--- src/logic/hsg_map.svh ---
// register offsets, field positions, reset values and timing counts of the haptic generator
// assumes: included by bare name from every file that needs a figure
`ifndef HSG_MAP_SVH
`define HSG_MAP_SVH
// ----------------------------------------
// register offsets
// ----------------------------------------
`define HSG_CTRL_OFS 8'h90
`define HSG_DIV_OFS 8'h91
`define HSG_LVL1_OFS 8'h92
`define HSG_LEN1_OFS 8'h93
`define HSG_LVL2_OFS 8'h94
`define HSG_LEN2_OFS 8'h95
`define HSG_LVL3_OFS 8'h96
`define HSG_LEN3_OFS 8'h97
`define HSG_STS_OFS 8'h98
`define HSG_RATE_OFS 8'h99
`define HSG_IRQ_STS_OFS 8'h9a
`define HSG_IRQ_MASK_OFS 8'h9b
// ----------------------------------------
// field positions
// ----------------------------------------
`define HSG_TRIG_BIT 4
`define HSG_MODE_LSB 2
`define HSG_ACT_BIT 1
`define HSG_BUSY_BIT 0
`define HSG_IRQ_DONE_BIT 0
`define HSG_IRQ_REFUSED_BIT 1
// ----------------------------------------
// reset values and codes
// ----------------------------------------
`define HSG_DIV_RST 15'h7fff
`define HSG_LVL_RST 8'h00
`define HSG_LEN_SHORT_RST 9'h000
`define HSG_LEN_LONG_RST 11'h000
`define HSG_RATE_RST 4'h0
`define HSG_IRQ_RST 2'h0
`define HSG_RATE_ASYNC_MIN 4'h8
`define HSG_MIX_SRC_CODE 8'h06
// ----------------------------------------
// timing
// ----------------------------------------
`define HSG_CLK_HZ 250000000
`define HSG_FRAC_HZ 100
`define HSG_HAP_48K_HZ 6144000
`define HSG_HAP_44K_HZ 5644800
`define HSG_STEP_US 625
`define HSG_STEP_TICKS_48K (64'(`HSG_HAP_48K_HZ) * 64'(`HSG_STEP_US) / 64'd1000000)
`define HSG_STEP_TICKS_44K (64'(`HSG_HAP_44K_HZ) * 64'(`HSG_STEP_US) / 64'd1000000)
`endif

--- src/logic/hsg_pkg.sv ---
// types shared by the haptic generator modules
// assumes: nothing; offsets and counts live in hsg_map.svh
package hsg_pkg;
	typedef enum logic [1:0] {
		HSG_MODE_OFF = 2'h0,
		HSG_MODE_CONT = 2'h1,
		HSG_MODE_ONESHOT = 2'h2,
		HSG_MODE_RSVD = 2'h3
	} hsg_mode_e;
	// gray order along idle, first, second, third
	typedef enum logic [1:0] {
		HSG_ST_IDLE = 2'h0,
		HSG_ST_PH1 = 2'h1,
		HSG_ST_PH2 = 2'h3,
		HSG_ST_PH3 = 2'h2
	} hsg_state_e;
endpackage

--- src/logic/hsg_clk_if.sv ---
// haptic clock enable and its rate family, shared by the generator's own modules
// assumes: one clock domain; tick is a one-cycle enable
`timescale 1ns/100ps
interface hsg_clk_if;
	logic fam_44k;
	logic tick;
	modport ctl(output fam_44k, input tick);
	modport gen(input fam_44k, output tick);
	modport snk(input tick);
endinterface

--- src/logic/hsg_half_period.sv ---
// half-period counter of the resonant tone: flips every divider+1 haptic ticks
// assumes: en_i low parks the tone at its first half
`timescale 1ns/100ps
module hsg_half_period #(
	parameter int DIV_W = 15
) (
	input wire logic clk_i,
	input wire logic rst_i,
	input wire logic en_i,
	input wire logic [DIV_W-1:0] div_i,
	hsg_clk_if.snk clk_if,
	output logic half_o
);
	logic [DIV_W-1:0] cnt_r;
	always_ff @(posedge clk_i) begin
		if (rst_i) begin
			cnt_r <= '0;
			half_o <= 1'b0;
		end else if (!en_i) begin
			cnt_r <= div_i;
			half_o <= 1'b0;
		end else if (clk_if.tick) begin
			if (cnt_r == '0) begin
				cnt_r <= div_i;
				half_o <= !half_o;
			end else begin
				cnt_r <= cnt_r - 1'b1;
			end
		end
	end
endmodule // hsg_half_period

--- src/logic/hsg_haptic_gen.sv ---
// top of the haptic signal generator: registers, one-shot sequencer, sample output
// assumes: plain register port with read data one cycle after the strobe,
// clock-family pins come from outside the clock domain
//
// What this block does
// - writing one to the trigger bit starts the profile: phase 1, 2, 3
// - mode field: 00 off, 01 continuous, 10 one-shot, 11 reserved
// - actuator select: zero gives dc output, one gives ac output
// - ac frequency is haptic clock over twice (divider plus one)
// - haptic clock from main clock below rate 1000, async clock otherwise
// - divider has no effect while the rotating-mass actuator is chosen
// - phase levels are eight-bit two's complement spanning full scale
// - rotating-mass output is the active level held as dc
// - resonant output peak is the level; negative level inverts the wave
// - phase 1 lasts its nine-bit length times 0.625 ms
// - phase 2 lasts its eleven-bit length times 0.625 ms
// - phase 3 lasts its nine-bit length times 0.625 ms
// - a zero length skips its phase straight to the next one
// - continuous mode plays the phase 2 level; lengths unused
// - busy bit reads one while a one-shot profile runs
// - mixer input carries the haptic stream when source code is 06h
//
// The implementer's own choice: strobed register access.
`timescale 1ns/100ps
`include "hsg_map.svh"
module hsg_haptic_gen #(
	parameter logic [11:0] STEP_TICKS_48K = 12'(`HSG_STEP_TICKS_48K),
	parameter logic [11:0] STEP_TICKS_44K = 12'(`HSG_STEP_TICKS_44K)
) (
	input wire logic clk_i,
	input wire logic rst_i,
	input wire logic [7:0] reg_addr_i,
	input wire logic [15:0] reg_wdata_i,
	input wire logic reg_wr_i,
	input wire logic reg_rd_i,
	output logic [15:0] reg_rdata_o,
	input wire logic main_clk_44k1_i,
	input wire logic async_clk_44k1_i,
	input wire logic [7:0] mixer_source_select_i,
	output logic [23:0] hap_sample_o,
	output logic hap_sample_valid_o,
	output logic [23:0] mix_sample_o,
	output logic single_pulse_busy_o,
	output logic irq_o
);
	// ----------------------------------------
	// registers
	// ----------------------------------------
	hsg_pkg::hsg_mode_e mode_r;
	logic act_r;
	logic [14:0] div_r;
	logic [7:0] lvl1_r;
	logic [7:0] lvl2_r;
	logic [7:0] lvl3_r;
	logic [8:0] len1_r;
	logic [10:0] len2_r;
	logic [8:0] len3_r;
	logic [3:0] rate_r;
	logic [1:0] irq_sts_r;
	logic [1:0] irq_mask_r;
	logic trig_wr;

	assign trig_wr = reg_wr_i && reg_addr_i == `HSG_CTRL_OFS && reg_wdata_i[`HSG_TRIG_BIT];

	always_ff @(posedge clk_i) begin
		if (rst_i) begin
			mode_r <= hsg_pkg::HSG_MODE_OFF;
			act_r <= 1'b0;
			div_r <= `HSG_DIV_RST;
			lvl1_r <= `HSG_LVL_RST;
			lvl2_r <= `HSG_LVL_RST;
			lvl3_r <= `HSG_LVL_RST;
			len1_r <= `HSG_LEN_SHORT_RST;
			len2_r <= `HSG_LEN_LONG_RST;
			len3_r <= `HSG_LEN_SHORT_RST;
			rate_r <= `HSG_RATE_RST;
			irq_mask_r <= `HSG_IRQ_RST;
		end else if (reg_wr_i) begin
			if (reg_addr_i == `HSG_CTRL_OFS) begin
				mode_r <= hsg_pkg::hsg_mode_e'(reg_wdata_i[`HSG_MODE_LSB +: 2]);
				act_r <= reg_wdata_i[`HSG_ACT_BIT];
			end else if (reg_addr_i == `HSG_DIV_OFS) begin
				div_r <= reg_wdata_i[14:0];
			end else if (reg_addr_i == `HSG_LVL1_OFS) begin
				lvl1_r <= reg_wdata_i[7:0];
			end else if (reg_addr_i == `HSG_LEN1_OFS) begin
				len1_r <= reg_wdata_i[8:0];
			end else if (reg_addr_i == `HSG_LVL2_OFS) begin
				lvl2_r <= reg_wdata_i[7:0];
			end else if (reg_addr_i == `HSG_LEN2_OFS) begin
				len2_r <= reg_wdata_i[10:0];
			end else if (reg_addr_i == `HSG_LVL3_OFS) begin
				lvl3_r <= reg_wdata_i[7:0];
			end else if (reg_addr_i == `HSG_LEN3_OFS) begin
				len3_r <= reg_wdata_i[8:0];
			end else if (reg_addr_i == `HSG_RATE_OFS) begin
				rate_r <= reg_wdata_i[3:0];
			end else if (reg_addr_i == `HSG_IRQ_MASK_OFS) begin
				irq_mask_r <= reg_wdata_i[1:0];
			end
		end
	end

	// ----------------------------------------
	// clock source selection
	// ----------------------------------------
	// bit 0 main clock family, bit 1 async clock family
	logic [1:0] fam_s1_r;
	logic [1:0] fam_s2_r;
	logic [1:0] fam_s3_r;
	logic [1:0] fam_r;
	logic [11:0] step_max;
	hsg_clk_if clk_if();

	always_ff @(posedge clk_i) begin
		if (rst_i) begin
			fam_s1_r <= 2'h0;
			fam_s2_r <= 2'h0;
			fam_s3_r <= 2'h0;
			fam_r <= 2'h0;
		end else begin
			fam_s1_r <= {async_clk_44k1_i, main_clk_44k1_i};
			fam_s2_r <= fam_s1_r;
			fam_s3_r <= fam_s2_r;
			// a bit moves only once the last two stages agree
			fam_r <= ((fam_s2_r ~^ fam_s3_r) & fam_s3_r) | ((fam_s2_r ^ fam_s3_r) & fam_r);
		end
	end

	assign clk_if.fam_44k = (rate_r >= `HSG_RATE_ASYNC_MIN) ? fam_r[1] : fam_r[0];
	assign step_max = clk_if.fam_44k ? STEP_TICKS_44K : STEP_TICKS_48K;

	hsg_rate_tick u_rate (
		.clk_i(clk_i),
		.rst_i(rst_i),
		.clk_if(clk_if.gen)
	);

	// ----------------------------------------
	// one-shot sequencer
	// ----------------------------------------
	hsg_pkg::hsg_state_e state_r;
	hsg_pkg::hsg_state_e state_nxt;
	hsg_pkg::hsg_state_e succ;
	logic [10:0] succ_len;
	logic [10:0] len_cur;
	logic [10:0] rem_r;
	logic [10:0] rem_nxt;
	logic [11:0] step_r;
	logic step_end;
	logic busy;
	logic done_evt;
	logic refused_evt;

	assign busy = state_r != hsg_pkg::HSG_ST_IDLE;
	assign step_end = busy && clk_if.tick && step_r == step_max - 12'h001;
	assign refused_evt = trig_wr && (mode_r != hsg_pkg::HSG_MODE_ONESHOT || busy);

	// next non-empty phase after the current one
	always_comb begin
		succ = hsg_pkg::HSG_ST_IDLE;
		case (state_r)
			hsg_pkg::HSG_ST_IDLE: begin
				if (len1_r != 9'h000) begin
					succ = hsg_pkg::HSG_ST_PH1;
				end else if (len2_r != 11'h000) begin
					succ = hsg_pkg::HSG_ST_PH2;
				end else if (len3_r != 9'h000) begin
					succ = hsg_pkg::HSG_ST_PH3;
				end
			end
			hsg_pkg::HSG_ST_PH1: begin
				if (len2_r != 11'h000) begin
					succ = hsg_pkg::HSG_ST_PH2;
				end else if (len3_r != 9'h000) begin
					succ = hsg_pkg::HSG_ST_PH3;
				end
			end
			hsg_pkg::HSG_ST_PH2: begin
				if (len3_r != 9'h000) begin
					succ = hsg_pkg::HSG_ST_PH3;
				end
			end
			default: begin
				succ = hsg_pkg::HSG_ST_IDLE;
			end
		endcase
		case (succ)
			hsg_pkg::HSG_ST_PH1: succ_len = {2'h0, len1_r};
			hsg_pkg::HSG_ST_PH2: succ_len = len2_r;
			hsg_pkg::HSG_ST_PH3: succ_len = {2'h0, len3_r};
			default: succ_len = 11'h000;
		endcase
		case (state_r)
			hsg_pkg::HSG_ST_PH1: len_cur = {2'h0, len1_r};
			hsg_pkg::HSG_ST_PH2: len_cur = len2_r;
			hsg_pkg::HSG_ST_PH3: len_cur = {2'h0, len3_r};
			default: len_cur = 11'h000;
		endcase
	end

	always_comb begin
		state_nxt = state_r;
		rem_nxt = rem_r;
		done_evt = 1'b0;
		if (mode_r != hsg_pkg::HSG_MODE_ONESHOT) begin
			state_nxt = hsg_pkg::HSG_ST_IDLE;
			rem_nxt = 11'h000;
		end else if (!busy) begin
			if (trig_wr) begin
				state_nxt = succ;
				rem_nxt = succ_len;
				done_evt = succ == hsg_pkg::HSG_ST_IDLE;
			end
		end else if (step_end) begin
			if (rem_r == 11'h001) begin
				state_nxt = succ;
				rem_nxt = succ_len;
				done_evt = succ == hsg_pkg::HSG_ST_IDLE;
			end else begin
				rem_nxt = rem_r - 11'h001;
			end
		end
	end

	always_ff @(posedge clk_i) begin
		if (rst_i) begin
			state_r <= hsg_pkg::HSG_ST_IDLE;
			rem_r <= 11'h000;
		end else begin
			state_r <= state_nxt;
			rem_r <= rem_nxt;
		end
	end

	// step of 0.625 ms counted in haptic ticks, restarted at every phase entry
	always_ff @(posedge clk_i) begin
		if (rst_i) begin
			step_r <= 12'h000;
		end else if (state_nxt != state_r || !busy) begin
			step_r <= 12'h000;
		end else if (clk_if.tick) begin
			step_r <= step_end ? 12'h000 : step_r + 12'h001;
		end
	end

	// ----------------------------------------
	// sample path
	// ----------------------------------------
	logic [7:0] level_sel;
	logic [23:0] pos_val;
	logic [23:0] neg_val;
	logic [23:0] sample_nxt;
	logic half;

	always_comb begin
		level_sel = 8'h00;
		if (mode_r == hsg_pkg::HSG_MODE_CONT) begin
			level_sel = lvl2_r;
		end else if (mode_r == hsg_pkg::HSG_MODE_ONESHOT) begin
			case (state_r)
				hsg_pkg::HSG_ST_PH1: level_sel = lvl1_r;
				hsg_pkg::HSG_ST_PH2: level_sel = lvl2_r;
				hsg_pkg::HSG_ST_PH3: level_sel = lvl3_r;
				default: level_sel = 8'h00;
			endcase
		end
	end

	// level is the top byte of the signed core word; -fs inverted saturates
	assign pos_val = {level_sel, 16'h0000};
	assign neg_val = (level_sel == 8'h80) ? 24'h7fffff : 24'(~pos_val + 24'h000001);
	assign sample_nxt = act_r ? (half ? neg_val : pos_val) : pos_val;

	hsg_half_period #(
		.DIV_W(15)
	) u_half (
		.clk_i(clk_i),
		.rst_i(rst_i),
		.en_i(act_r && mode_r != hsg_pkg::HSG_MODE_OFF),
		.div_i(div_r),
		.clk_if(clk_if.snk),
		.half_o(half)
	);

	always_ff @(posedge clk_i) begin
		if (rst_i) begin
			hap_sample_o <= 24'h000000;
			mix_sample_o <= 24'h000000;
			hap_sample_valid_o <= 1'b0;
		end else begin
			hap_sample_valid_o <= clk_if.tick;
			if (clk_if.tick) begin
				hap_sample_o <= sample_nxt;
				mix_sample_o <= (mixer_source_select_i == `HSG_MIX_SRC_CODE) ? sample_nxt : 24'h000000;
			end
		end
	end

	// ----------------------------------------
	// interrupt and read-back
	// ----------------------------------------
	logic irq_rd;

	assign irq_rd = reg_rd_i && reg_addr_i == `HSG_IRQ_STS_OFS;
	assign single_pulse_busy_o = busy;
	assign irq_o = |(irq_sts_r & irq_mask_r);

	// a new event in the clearing read's cycle survives the clear
	always_ff @(posedge clk_i) begin
		if (rst_i) begin
			irq_sts_r <= `HSG_IRQ_RST;
		end else begin
			irq_sts_r <= (irq_rd ? 2'h0 : irq_sts_r) | {refused_evt, done_evt};
		end
	end

	always_ff @(posedge clk_i) begin
		if (rst_i) begin
			reg_rdata_o <= 16'h0000;
		end else if (reg_rd_i) begin
			if (reg_addr_i == `HSG_CTRL_OFS) begin
				reg_rdata_o <= {12'h000, mode_r, act_r, 1'b0};
			end else if (reg_addr_i == `HSG_DIV_OFS) begin
				reg_rdata_o <= {1'b0, div_r};
			end else if (reg_addr_i == `HSG_LVL1_OFS) begin
				reg_rdata_o <= {8'h00, lvl1_r};
			end else if (reg_addr_i == `HSG_LEN1_OFS) begin
				reg_rdata_o <= {7'h00, len1_r};
			end else if (reg_addr_i == `HSG_LVL2_OFS) begin
				reg_rdata_o <= {8'h00, lvl2_r};
			end else if (reg_addr_i == `HSG_LEN2_OFS) begin
				reg_rdata_o <= {5'h00, len2_r};
			end else if (reg_addr_i == `HSG_LVL3_OFS) begin
				reg_rdata_o <= {8'h00, lvl3_r};
			end else if (reg_addr_i == `HSG_LEN3_OFS) begin
				reg_rdata_o <= {7'h00, len3_r};
			end else if (reg_addr_i == `HSG_STS_OFS) begin
				reg_rdata_o <= {15'h0000, busy};
			end else if (reg_addr_i == `HSG_RATE_OFS) begin
				reg_rdata_o <= {12'h000, rate_r};
			end else if (reg_addr_i == `HSG_IRQ_STS_OFS) begin
				reg_rdata_o <= {14'h0000, irq_sts_r};
			end else if (reg_addr_i == `HSG_IRQ_MASK_OFS) begin
				reg_rdata_o <= {14'h0000, irq_mask_r};
			end else begin
				reg_rdata_o <= 16'h0000;
			end
		end else begin
			reg_rdata_o <= 16'h0000;
		end
	end

	// ----------------------------------------
	// checks
	// ----------------------------------------
	logic [11:0] el_cnt_r;
	logic phase_exit;

	assign phase_exit = busy && state_nxt != state_r && mode_r == hsg_pkg::HSG_MODE_ONESHOT;

	always_ff @(posedge clk_i) begin
		if (rst_i || state_nxt != state_r) begin
			el_cnt_r <= 12'h000;
		end else if (step_end) begin
			el_cnt_r <= el_cnt_r + 12'h001;
		end
	end
endmodule // hsg_haptic_gen

--- src/logic/hsg_rate_tick.sv ---
// fractional divider making the 6.144 / 5.6448 mhz haptic enable from the core clock
// assumes: clk_i at the rate in hsg_map.svh, synchronous active-high reset
`timescale 1ns/100ps
`include "hsg_map.svh"
module hsg_rate_tick #(
	parameter int ACC_W = 22
) (
	input wire logic clk_i,
	input wire logic rst_i,
	hsg_clk_if.gen clk_if
);
	localparam logic [ACC_W:0] MODULUS = (ACC_W+1)'(`HSG_CLK_HZ / `HSG_FRAC_HZ);
	localparam logic [ACC_W:0] INC_48K = (ACC_W+1)'(`HSG_HAP_48K_HZ / `HSG_FRAC_HZ);
	localparam logic [ACC_W:0] INC_44K = (ACC_W+1)'(`HSG_HAP_44K_HZ / `HSG_FRAC_HZ);
	logic [ACC_W-1:0] acc_r;
	logic [ACC_W:0] sum;
	logic tick_r;
	// exact ratio, so no long-term drift of the haptic rate
	assign sum = {1'b0, acc_r} + (clk_if.fam_44k ? INC_44K : INC_48K);
	always_ff @(posedge clk_i) begin
		if (rst_i) begin
			acc_r <= '0;
			tick_r <= 1'b0;
		end else if (sum >= MODULUS) begin
			acc_r <= ACC_W'(sum - MODULUS);
			tick_r <= 1'b1;
		end else begin
			acc_r <= ACC_W'(sum);
			tick_r <= 1'b0;
		end
	end
	assign clk_if.tick = tick_r;
endmodule // hsg_rate_tick

--- config.mk ---
export PLATFORM = sky130hd
export DESIGN_NAME = hsg_haptic_gen
export DESIGN_NICKNAME = d
export VERILOG_FILES = /design/src/logic/hsg_pkg.sv /design/src/logic/hsg_clk_if.sv /design/src/logic/hsg_half_period.sv /design/src/logic/hsg_haptic_gen.sv /design/src/logic/hsg_rate_tick.sv
export VERILOG_INCLUDE_DIRS = /design/src /design/src/logic
export SDC_FILE = /design/constraint.sdc
export NUM_CORES = 1
export LEC_CHECK = 0
export BUFFER_PORTS_ARGS = -buffer_cell sky130_fd_sc_hd__buf_2
export CAP_MARGIN = 20
export CORE_MARGIN = 5
export CORE_UTILIZATION = 53
export DETAILED_ROUTE_END_ITERATION = 10
export GPL_TIMING_DRIVEN = 0
export PLACE_DENSITY = 0.81
export SETUP_SLACK_MARGIN = 0.4
export SYNTH_ARGS = -nofsm -noshare
export SYNTH_HDL_FRONTEND = slang
export SYNTH_SLANG_ARGS = --single-unit
--- constraint.sdc ---
create_clock -name clk_i -period 3.3 [get_ports clk_i]
set_input_delay 0.66 -clock clk_i [delete_from_list [all_inputs] [get_ports clk_i]]
set_output_delay 0.66 -clock clk_i [all_outputs]
set_load 0.02 [all_outputs]
==> results of run 1 <==
## metrics by stage
| step | setup slack [ns] | setup TNS, ns | util | hold WS [ns] |
|---|---|---|---|---|
| 2_1_floorplan | -0.1683 | -1.179 | - | 0.4138 |
| 3_3_place_gp | -0.7325 | -13.15 | 0.5867 | 0.4152 |
| 3_5_place_dp | -0.7682 | -13.30 | 0.5870 | 0.4242 |
| 4_1_cts | -0.1947 | -1.993 | 0.6415 | 0.4228 |
| 5_1_grt | -0.4613 | -5.389 | 0.6647 | 0.4316 |
| 6_report | -0.3788 | -4.391 | 0.6647 | 0.4276 |
## flip-flops by register name, indices dropped and copies added (netlist names), 11 cells and up
name / flops
u_rate.acc_r: 17
reg_rdata_o: 15
u_half.cnt_r: 15
div_r: 15
step_r: 12
rem_r: 11
len2_r: 11
## cell usage after synthesis (5+ instances only)
master / number / area (um^2)
xnor2_1: 22 / 192.7
a21oi_1: 121 / 605.6
nand4_1: 12 / 75.07
ha_1: 14 / 175.2
a22o_1: 9 / 78.83
o21ai_0: 62 / 310.3
dfxtp_1: 180 / 3603
nand2b_1: 14 / 87.58
or4_1: 5 / 37.54
and2_1: 7 / 43.79
a22oi_1: 13 / 97.59
nand3b_1: 7 / 52.55
xor2_1: 9 / 78.83
o211ai_1: 9 / 67.56
o21a_1: 11 / 82.58
nand3_1: 60 / 300.3
nor3_1: 31 / 155.2
inv_1: 26 / 97.59
buf_4: 31 / 232.7
clkbuf_1: 59 / 221.5
nor2_1: 125 / 469.2
a211oi_1: 14 / 105.1
a221oi_1: 7 / 61.31
or3_1: 9 / 56.30
nand2_1: 160 / 600.6
a32oi_1: 5 / 43.79
and3_1: 15 / 93.84
a31oi_1: 13 / 81.33
nor2b_1: 21 / 131.4
mux2i_1: 35 / 350.3
nor4_1: 13 / 81.33
mux2_2: 5 / 56.30
## cells by family after synthesis
kind of cell / after synthesis
AO/OA/AOI/OAI: 312
XOR/XNOR: 31
adder cells (fa/ha/maj): 14
buffers and inverters: 122
flip-flops: 180
multiplexers: 43
other: 1
AND/OR/NAND/NOR: 499
## power groups by stage
stage / Combinational, mW / Clock (mW) / Sequential [mW]
floorplan: 0.218 / 0 / 2.28
global placement: 0.309 / 0 / 2.28
detailed placement: 0.315 / 0 / 2.28
CTS: 0.364 / 2.00 / 2.24
global route: 0.492 / 2.11 / 2.25
finish: 0.467 / 2.00 / 2.25
## worst max path at each step
stage / endpoint / slack [ns]
3_5_place_dp: u_rate.acc_r[11]$_SDFF_PP0_ / -0.77
6_report: u_rate.acc_r[5]$_SDFFE_PP0P_ / -0.38
3_3_place_gp: u_rate.acc_r[11]$_SDFF_PP0_ / -0.73
2_1_floorplan: u_rate.acc_r[11]$_SDFF_PP0_ / -0.17
5_1_grt: u_rate.acc_r[12]$_SDFF_PP0_ / -0.46
4_1_cts: u_rate.acc_r[11]$_SDFF_PP0_ / -0.19
## layer usage
| layer | global-route usage | wire, um | vias up | part of all wire |
|---|---|---|---|---|
| li1 | - | - | 4579 | - |
| met1 | 0.3788 | 12400 | 4636 | 0.38 |
| met2 | 0.4755 | 14620 | 665 | 0.45 |
| met3 | 0.06323 | 3415 | 158 | 0.11 |
| met4 | 0.1219 | 1782 | 0 | 0.055 |
| met5 | 0 | 0 | - | 0 |
## what timing repair did
action | in CTS | in global routing
endpoints found under the setup margin | 62 | 92
cloned | 1 | 0
gates resized for setup | 38 | 66
buffers inserted | 21 | 17
pin swaps | 15 | 26
## area by class of cell
class	count	area, um^2	share of cell area
repair buffers	136	868.3	0.07500
clock buffers	21	460.4	0.03977
inverters	26	97.59	0.008430
multi-input cells	900	5650	0.4881
flip-flops and latches	180	3607	0.3116
plain buffers	96	505.5	0.04366
well taps	225	281.5	0.02432
clock inverters	9	106.4	0.009186
==> results.sh, run 1 <==
export IMPL_htree_levels=4
export IMPL_hold_end="fam_s1_r[1]$_SDFF_PP0_"
export IMPL_power_frac_seq=0.477
export IMPL_power_density_mw_per_mm2=407.0
export IMPL_cap_violations=0
export IMPL_drt_total_wl_um=32210
export IMPL_cts_buffer_depth=2
export IMPL_final_common_cell="dfxtp_1"
export IMPL_cp_max_fo=7
export IMPL_cts_root_buf="clkbuf_16"
export IMPL_ys_async_sr_fraction=0
export IMPL_finalHoldViolations=0
export IMPL_vias=10040
export IMPL_drive_gt1_frac=0.2127
export IMPL_p_clk_frac=0.424
export IMPL_critPathMaxStageDelay_ns=0.58
export IMPL_critPathKind="flop to flop"
export IMPL_min_from="async_clk_44k1_i"
export IMPL_nNetsFinal=1409
export IMPL_timing_rr_end="u_rate.acc_r[5]$_SDFFE_PP0P_"
export IMPL_clock_sinks=180
export IMPL_num_io_pins=105
export IMPL_cts_hold_buf=0
export IMPL_avgViaCountPerCell=6.301
export IMPL_dpl_cell_count=1524
export IMPL_tritoncts="built"
export IMPL_start_kind="flop"
export IMPL_synthSimpleGateAreaFrac=0.2498
export IMPL_path_depth=14
export IMPL_netlist_area_mm2=0.009447
export IMPL_hold_class="input pin to flop"
export IMPL_yosys_cell_types_count=77
export IMPL_ys_warn_count=0
export IMPL_crit_path_cell_trace="mux2i_4 > inv_2 > ha_4 > buf_6 > a211o_4 > a221oi_4 > nand4_1 > a32o_2 > or4b_4 > o21ai_4 > buf_12 > buf_16 > xnor2_2 > nor2_1"
export IMPL_seq_area_frac_synth=0.3815
export IMPL_fin_worst_skew_ns=0.008854
export IMPL_initial_core_util=0.5424
export IMPL_postRouteAntennaNets=0
export IMPL_arrival_ns=3.96
export IMPL_dpl_hpwl_um=21340
export IMPL_grt_pass1_vias=9202
export IMPL_p_leak_nw=4.596
export IMPL_vdd_drop_max_mv=0.3536
export IMPL_overflow=0
export IMPL_rsz0062_at_grt="yes"
export IMPL_grt_use_total=0.2928
export IMPL_area_growth_pct=22.56
export IMPL_yosys_mux_area_fraction=0.05020
export IMPL_switchingPower_mw=1.174
export IMPL_holdPathStages=2
export IMPL_synth_xor_area_frac=0.02874
export IMPL_slew_violations=0
export IMPL_fillers=1384
export IMPL_fmax_mhz=271.8
export IMPL_path_delay_family="compound AO/OA/AOI/OAI gates"
export IMPL_antenna_cells=0
export IMPL_worst_pin_slew_ns=0.8922
export IMPL_synthAdderAreaFrac=0.01854
export IMPL_p_int_mw=3.537
export IMPL_synth_nets=1254
export IMPL_critPathBufInv=4
export IMPL_worst_slack_ns=-0.3788
export IMPL_swShare=0.2492
export IMPL_slowest_stage="or4b_4"
export IMPL_synth_top_family_by_area="simple AND/OR/NAND/NOR gates"
export IMPL_cp_required_ns=3.58
export IMPL_remaining_drc_errors=0
export IMPL_fin_crit_sh=1.115
export IMPL_synth_flop_cell="dfxtp_1"
export IMPL_wl_per_cell_um=20.22
export IMPL_gp_congestion=1.008
export IMPL_timing_final_crit_period_ns=3.679
export IMPL_num_rows=48
export IMPL_die_x_um=143.5
export IMPL_clk_latency_ns=0.44
export IMPL_first_pass_iters=6
export IMPL_cts_buffers=17
export IMPL_placedInstanceArea_mm2=0.01022
export IMPL_relSlewSlack=0.4052
export IMPL_cp_startpoint="rate_r[3]$_SDFFE_PP0P_"
export IMPL_io_buffer_count=96
export IMPL_die_y_um=143.5
export IMPL_drt_iter0_drc=1361
export IMPL_postSynthAreaPerCell_um2=7.859
export IMPL_die_area_mm2=0.02059
export IMPL_yosys_register_bits=180
export IMPL_antenna_found_initial=0
export IMPL_worstSetupEndpointType="flop"
export IMPL_reg2reg_from="rate_r[3]$_SDFFE_PP0P_"
export IMPL_layout_common_cells="dfxtp_1 (179), nand2_1 (160), nor2_1 (119)"
export IMPL_violations="setup timing"
export IMPL_final_area_mm2=0.01158
export IMPL_clk_pin_slew_ns=0.07
export IMPL_setup_viol=15
export IMPL_core_area_mm2=0.01742
export IMPL_grt_pass1_wl_um=47850
export IMPL_synth_compound_area_frac=0.2079
export IMPL_fin_cells=1593
export IMPL_comb_power_share=0.099
export IMPL_p_total_mw=4.712
export IMPL_reg2regPathDepth=14
export IMPL_ff2ff_setup_slack_ns=-0.38
export IMPL_syn_inst=1202
export IMPL_status="finished with violations"
export IMPL_grt_max_degree=18
export IMPL_synth_edf_count=0
(Power assumes the default switching activity.)
==> run 2: changes to the inputs <==
--- a/config.mk
+++ b/config.mk
@@ -6,10 +6,12 @@
 export SDC_FILE = /design/constraint.sdc
 export NUM_CORES = 1
 export LEC_CHECK = 0
+export ABC_AREA = 0
 export BUFFER_PORTS_ARGS = -buffer_cell sky130_fd_sc_hd__buf_2
 export CAP_MARGIN = 20
 export CORE_MARGIN = 5
-export CORE_UTILIZATION = 53
+export CORE_UTILIZATION = 55
+export CTS_CLUSTER_DIAMETER = 30
 export DETAILED_ROUTE_END_ITERATION = 10
 export GPL_TIMING_DRIVEN = 0
 export PLACE_DENSITY = 0.81
==> constraint.sdc (replaced) <==
create_clock -name clk_i -period 4.2 [get_ports clk_i]
set_input_delay 0.84 -clock clk_i [delete_from_list [all_inputs] [get_ports clk_i]]
set_output_delay 0.84 -clock clk_i [all_outputs]
set_load 0.02 [all_outputs]
==> run 2 against run 1 <==
  * The flow now finishes without violations
  * Sequential cell count did not move
  * Critical path depth fell by 1
  * Sequential power fell by 22%
  * Register-to-register slack improved by 0.89 ns
  * Sequential share of layout area rose by 1.9 points
  * Utilization fell by 2.5 points
  * Cell count fell by 1.9%
  * Via count fell by 3.0%
  * Global-route usage rose by 0.97 points
  * Clock-buffer cell count fell by 1
  * Critical path type unchanged
  * Largest power group unchanged
==> results.sh, run 2 (synthesized netlist as in run 1, its figures left out) <==
export IMPL_reg2reg_from="rate_r[3]$_SDFFE_PP0P_"
export IMPL_wl_per_cell_um=19.91
export IMPL_antenna_found_initial=0
export IMPL_first_pass_iters=6
export IMPL_cts_hold_buf=0
export IMPL_setup_viol=0
export IMPL_core_area_mm2=0.01706
export IMPL_num_rows=48
export IMPL_io_buffer_count=96
export IMPL_grt_pass1_wl_um=47760
export IMPL_final_area_mm2=0.01092
export IMPL_largest_reg_flops=17
export IMPL_die_y_um=141.1
export IMPL_start_kind="flop"
export IMPL_timing_rr_end="u_rate.acc_r[11]$_SDFF_PP0_"
export IMPL_regMostFlops="u_rate.acc_r"
export IMPL_seqCellArea_mm2=0.003607
export IMPL_fin_worst_skew_ns=0.01048
export IMPL_worstSetupEndpointType="flop"
export IMPL_antenna_cells=0
export IMPL_rsz0062_at_grt="no"
export IMPL_placedInstanceArea_mm2=0.01021
export IMPL_die_x_um=141.1
export IMPL_cts_buffer_depth=2
export IMPL_min_from="fam_s1_r[0]$_SDFF_PP0_"
export IMPL_timing_final_crit_period_ns=3.688
export IMPL_critPathKind="flop to flop"
export IMPL_gp_congestion=1.044
export IMPL_finalHoldViolations=0
export IMPL_avgViaCountPerCell=6.228
export IMPL_die_area_mm2=0.01990
export IMPL_drt_total_wl_um=31120
export IMPL_tritoncts="built"
export IMPL_power_density_mw_per_mm2=334.2
export IMPL_holdPathStages=1
export IMPL_grt_max_degree=18
export IMPL_fmax_mhz=271.1
export IMPL_overflow=0
export IMPL_whs_ns=0.4474
export IMPL_cp_max_fo=10
export IMPL_ff2ff_setup_slack_ns=0.51
export IMPL_htree_levels=4
export IMPL_postRouteAntennaNets=0
export IMPL_crit_path_cell_trace="mux2i_4 > inv_1 > ha_1 > buf_6 > a211o_4 > a221oi_4 > nand4_1 > a32o_2 > or4b_4 > o21ai_4 > buf_8 > nor3_1 > o21a_1"
export IMPL_vdd_drop_max_mv=0.3122
export IMPL_clk_latency_ns=0.44
export IMPL_clk_pin_slew_ns=0.07
export IMPL_status="completed"
export IMPL_hold_end="fam_s2_r[0]$_SDFF_PP0_"
export IMPL_grt_use_total=0.3025
export IMPL_drive_gt1_frac=0.1540
export IMPL_remaining_drc_errors=0
export IMPL_arrival_ns=4.03
export IMPL_fin_crit_sh=0.8781
export IMPL_cp_startpoint="rate_r[3]$_SDFFE_PP0P_"
export IMPL_hold_class="flop to flop"
export IMPL_worst_pin_slew_ns=0.9426
export IMPL_grt_pass1_vias=8861
export IMPL_clock_sinks=180
export IMPL_dpl_hpwl_um=22340
export IMPL_cp_required_ns=4.54
export IMPL_slowest_stage="or4b_4"
export IMPL_final_common_cell="dfxtp_1"
export IMPL_drt_iter0_drc=1187
export IMPL_slew_violations=0
export IMPL_fillers=1488
export IMPL_num_io_pins=105
export IMPL_nNetsFinal=1378
export IMPL_initial_core_util=0.5538
export IMPL_cts_buffers=17
export IMPL_critPathMaxStageDelay_ns=0.59
export IMPL_cts_root_buf="clkbuf_16"
export IMPL_vias=9735
export IMPL_p_leak_nw=4.332
export IMPL_reg2regPathDepth=13
export IMPL_layout_common_cells="dfxtp_1 (179), nand2_1 (160), nor2_1 (125)"
export IMPL_area_growth_pct=15.55
export IMPL_cap_violations=0
export IMPL_multiInputGateArea_mm2=0.005301
export IMPL_relSlewSlack=0.3716
[run 2: changes by cell type in the layout (fill, tap and decap cells not counted), moves of 6 or more]
cell	before	now
buf_6	13	2
xnor2_2	7	1
clkbuf_1	54	60
nor3_1	24	31
xnor2_1	15	21
nor2_1	119	125
buf_4	55	37
clkbuf_2	7	1
[run 2: worst max path at each step]
stage	endpoint	slack, ns
after floorplan	u_rate.acc_r[11]$_SDFF_PP0_	0.63
after global placement	u_rate.acc_r[11]$_SDFF_PP0_	-0.05
after detailed placement	u_rate.acc_r[11]$_SDFF_PP0_	-0.02
after CTS	u_rate.acc_r[11]$_SDFF_PP0_	0.44
after global routing	u_rate.acc_r[11]$_SDFF_PP0_	0.39
final	u_rate.acc_r[11]$_SDFF_PP0_	0.51
[run 2: worst max-delay path, delay by kind of cell (launching register included)]
| kind | cells | cell delay (ns) |
|---|---|---|
| buffers and inverters | 3 | 0.44 |
| AND/OR/NAND/NOR | 3 | 0.79 |
| adder cells (fa/ha/maj) | 1 | 0.30 |
| multiplexers | 1 | 0.26 |
| AO/OA/AOI/OAI | 5 | 1.38 |
| flip-flops | 1 | 0.40 |
[run 2: report_power, final]
part	switching, mW	total, mW	internal (mW)	leakage (nW)
sequential	0.0267	1.76	1.73	1.46
combinational	0.180	0.281	0.100	2.59
clock	0.702	1.61	0.908	0.279
[run 2: area by class of cell]
class,count,area share
clock buffers,20,0.04184
repair buffers,105,0.05009
multi-input cells,900,0.4857
well taps,225,0.02579
clock inverters,11,0.01169
plain buffers,96,0.04551
inverters,26,0.008941
flip-flops and latches,180,0.3305
[run 2: metal layers]
| metal | track usage | up-vias | wire, um | part of all wire |
|---|---|---|---|---|
| li1 | - | 4506 | - | - |
| met1 | 0.3945 | 4576 | 12590 | 0.40 |
| met2 | 0.4904 | 552 | 14140 | 0.45 |
| met3 | 0.05970 | 101 | 3129 | 0.10 |
| met4 | 0.1275 | 0 | 1261 | 0.041 |
| met5 | 0 | - | 0 | 0 |
[run 2: through the flow]
stage	setup slack [ns]	utilization	setup TNS [ns]	total power, mW	cells
2_1_floorplan	0.6265	-	0	1.960	1202
3_3_place_gp	-0.05002	0.5985	-0.1297	2.043	1523
3_5_place_dp	-0.02241	0.5988	-0.03410	2.049	1524
4_1_cts	0.4382	0.6363	0	3.630	1558
5_1_grt	0.3950	0.6400	0	3.745	1563
6_report	0.5120	0.6400	0	3.648	1563
[run 2: repair_timing]
item | in CTS | in global routing
gates resized for setup | 8 | 5
setup endpoints to repair | 16 | 12
pin swaps | 2 | 2
buffers inserted | 3 | 4
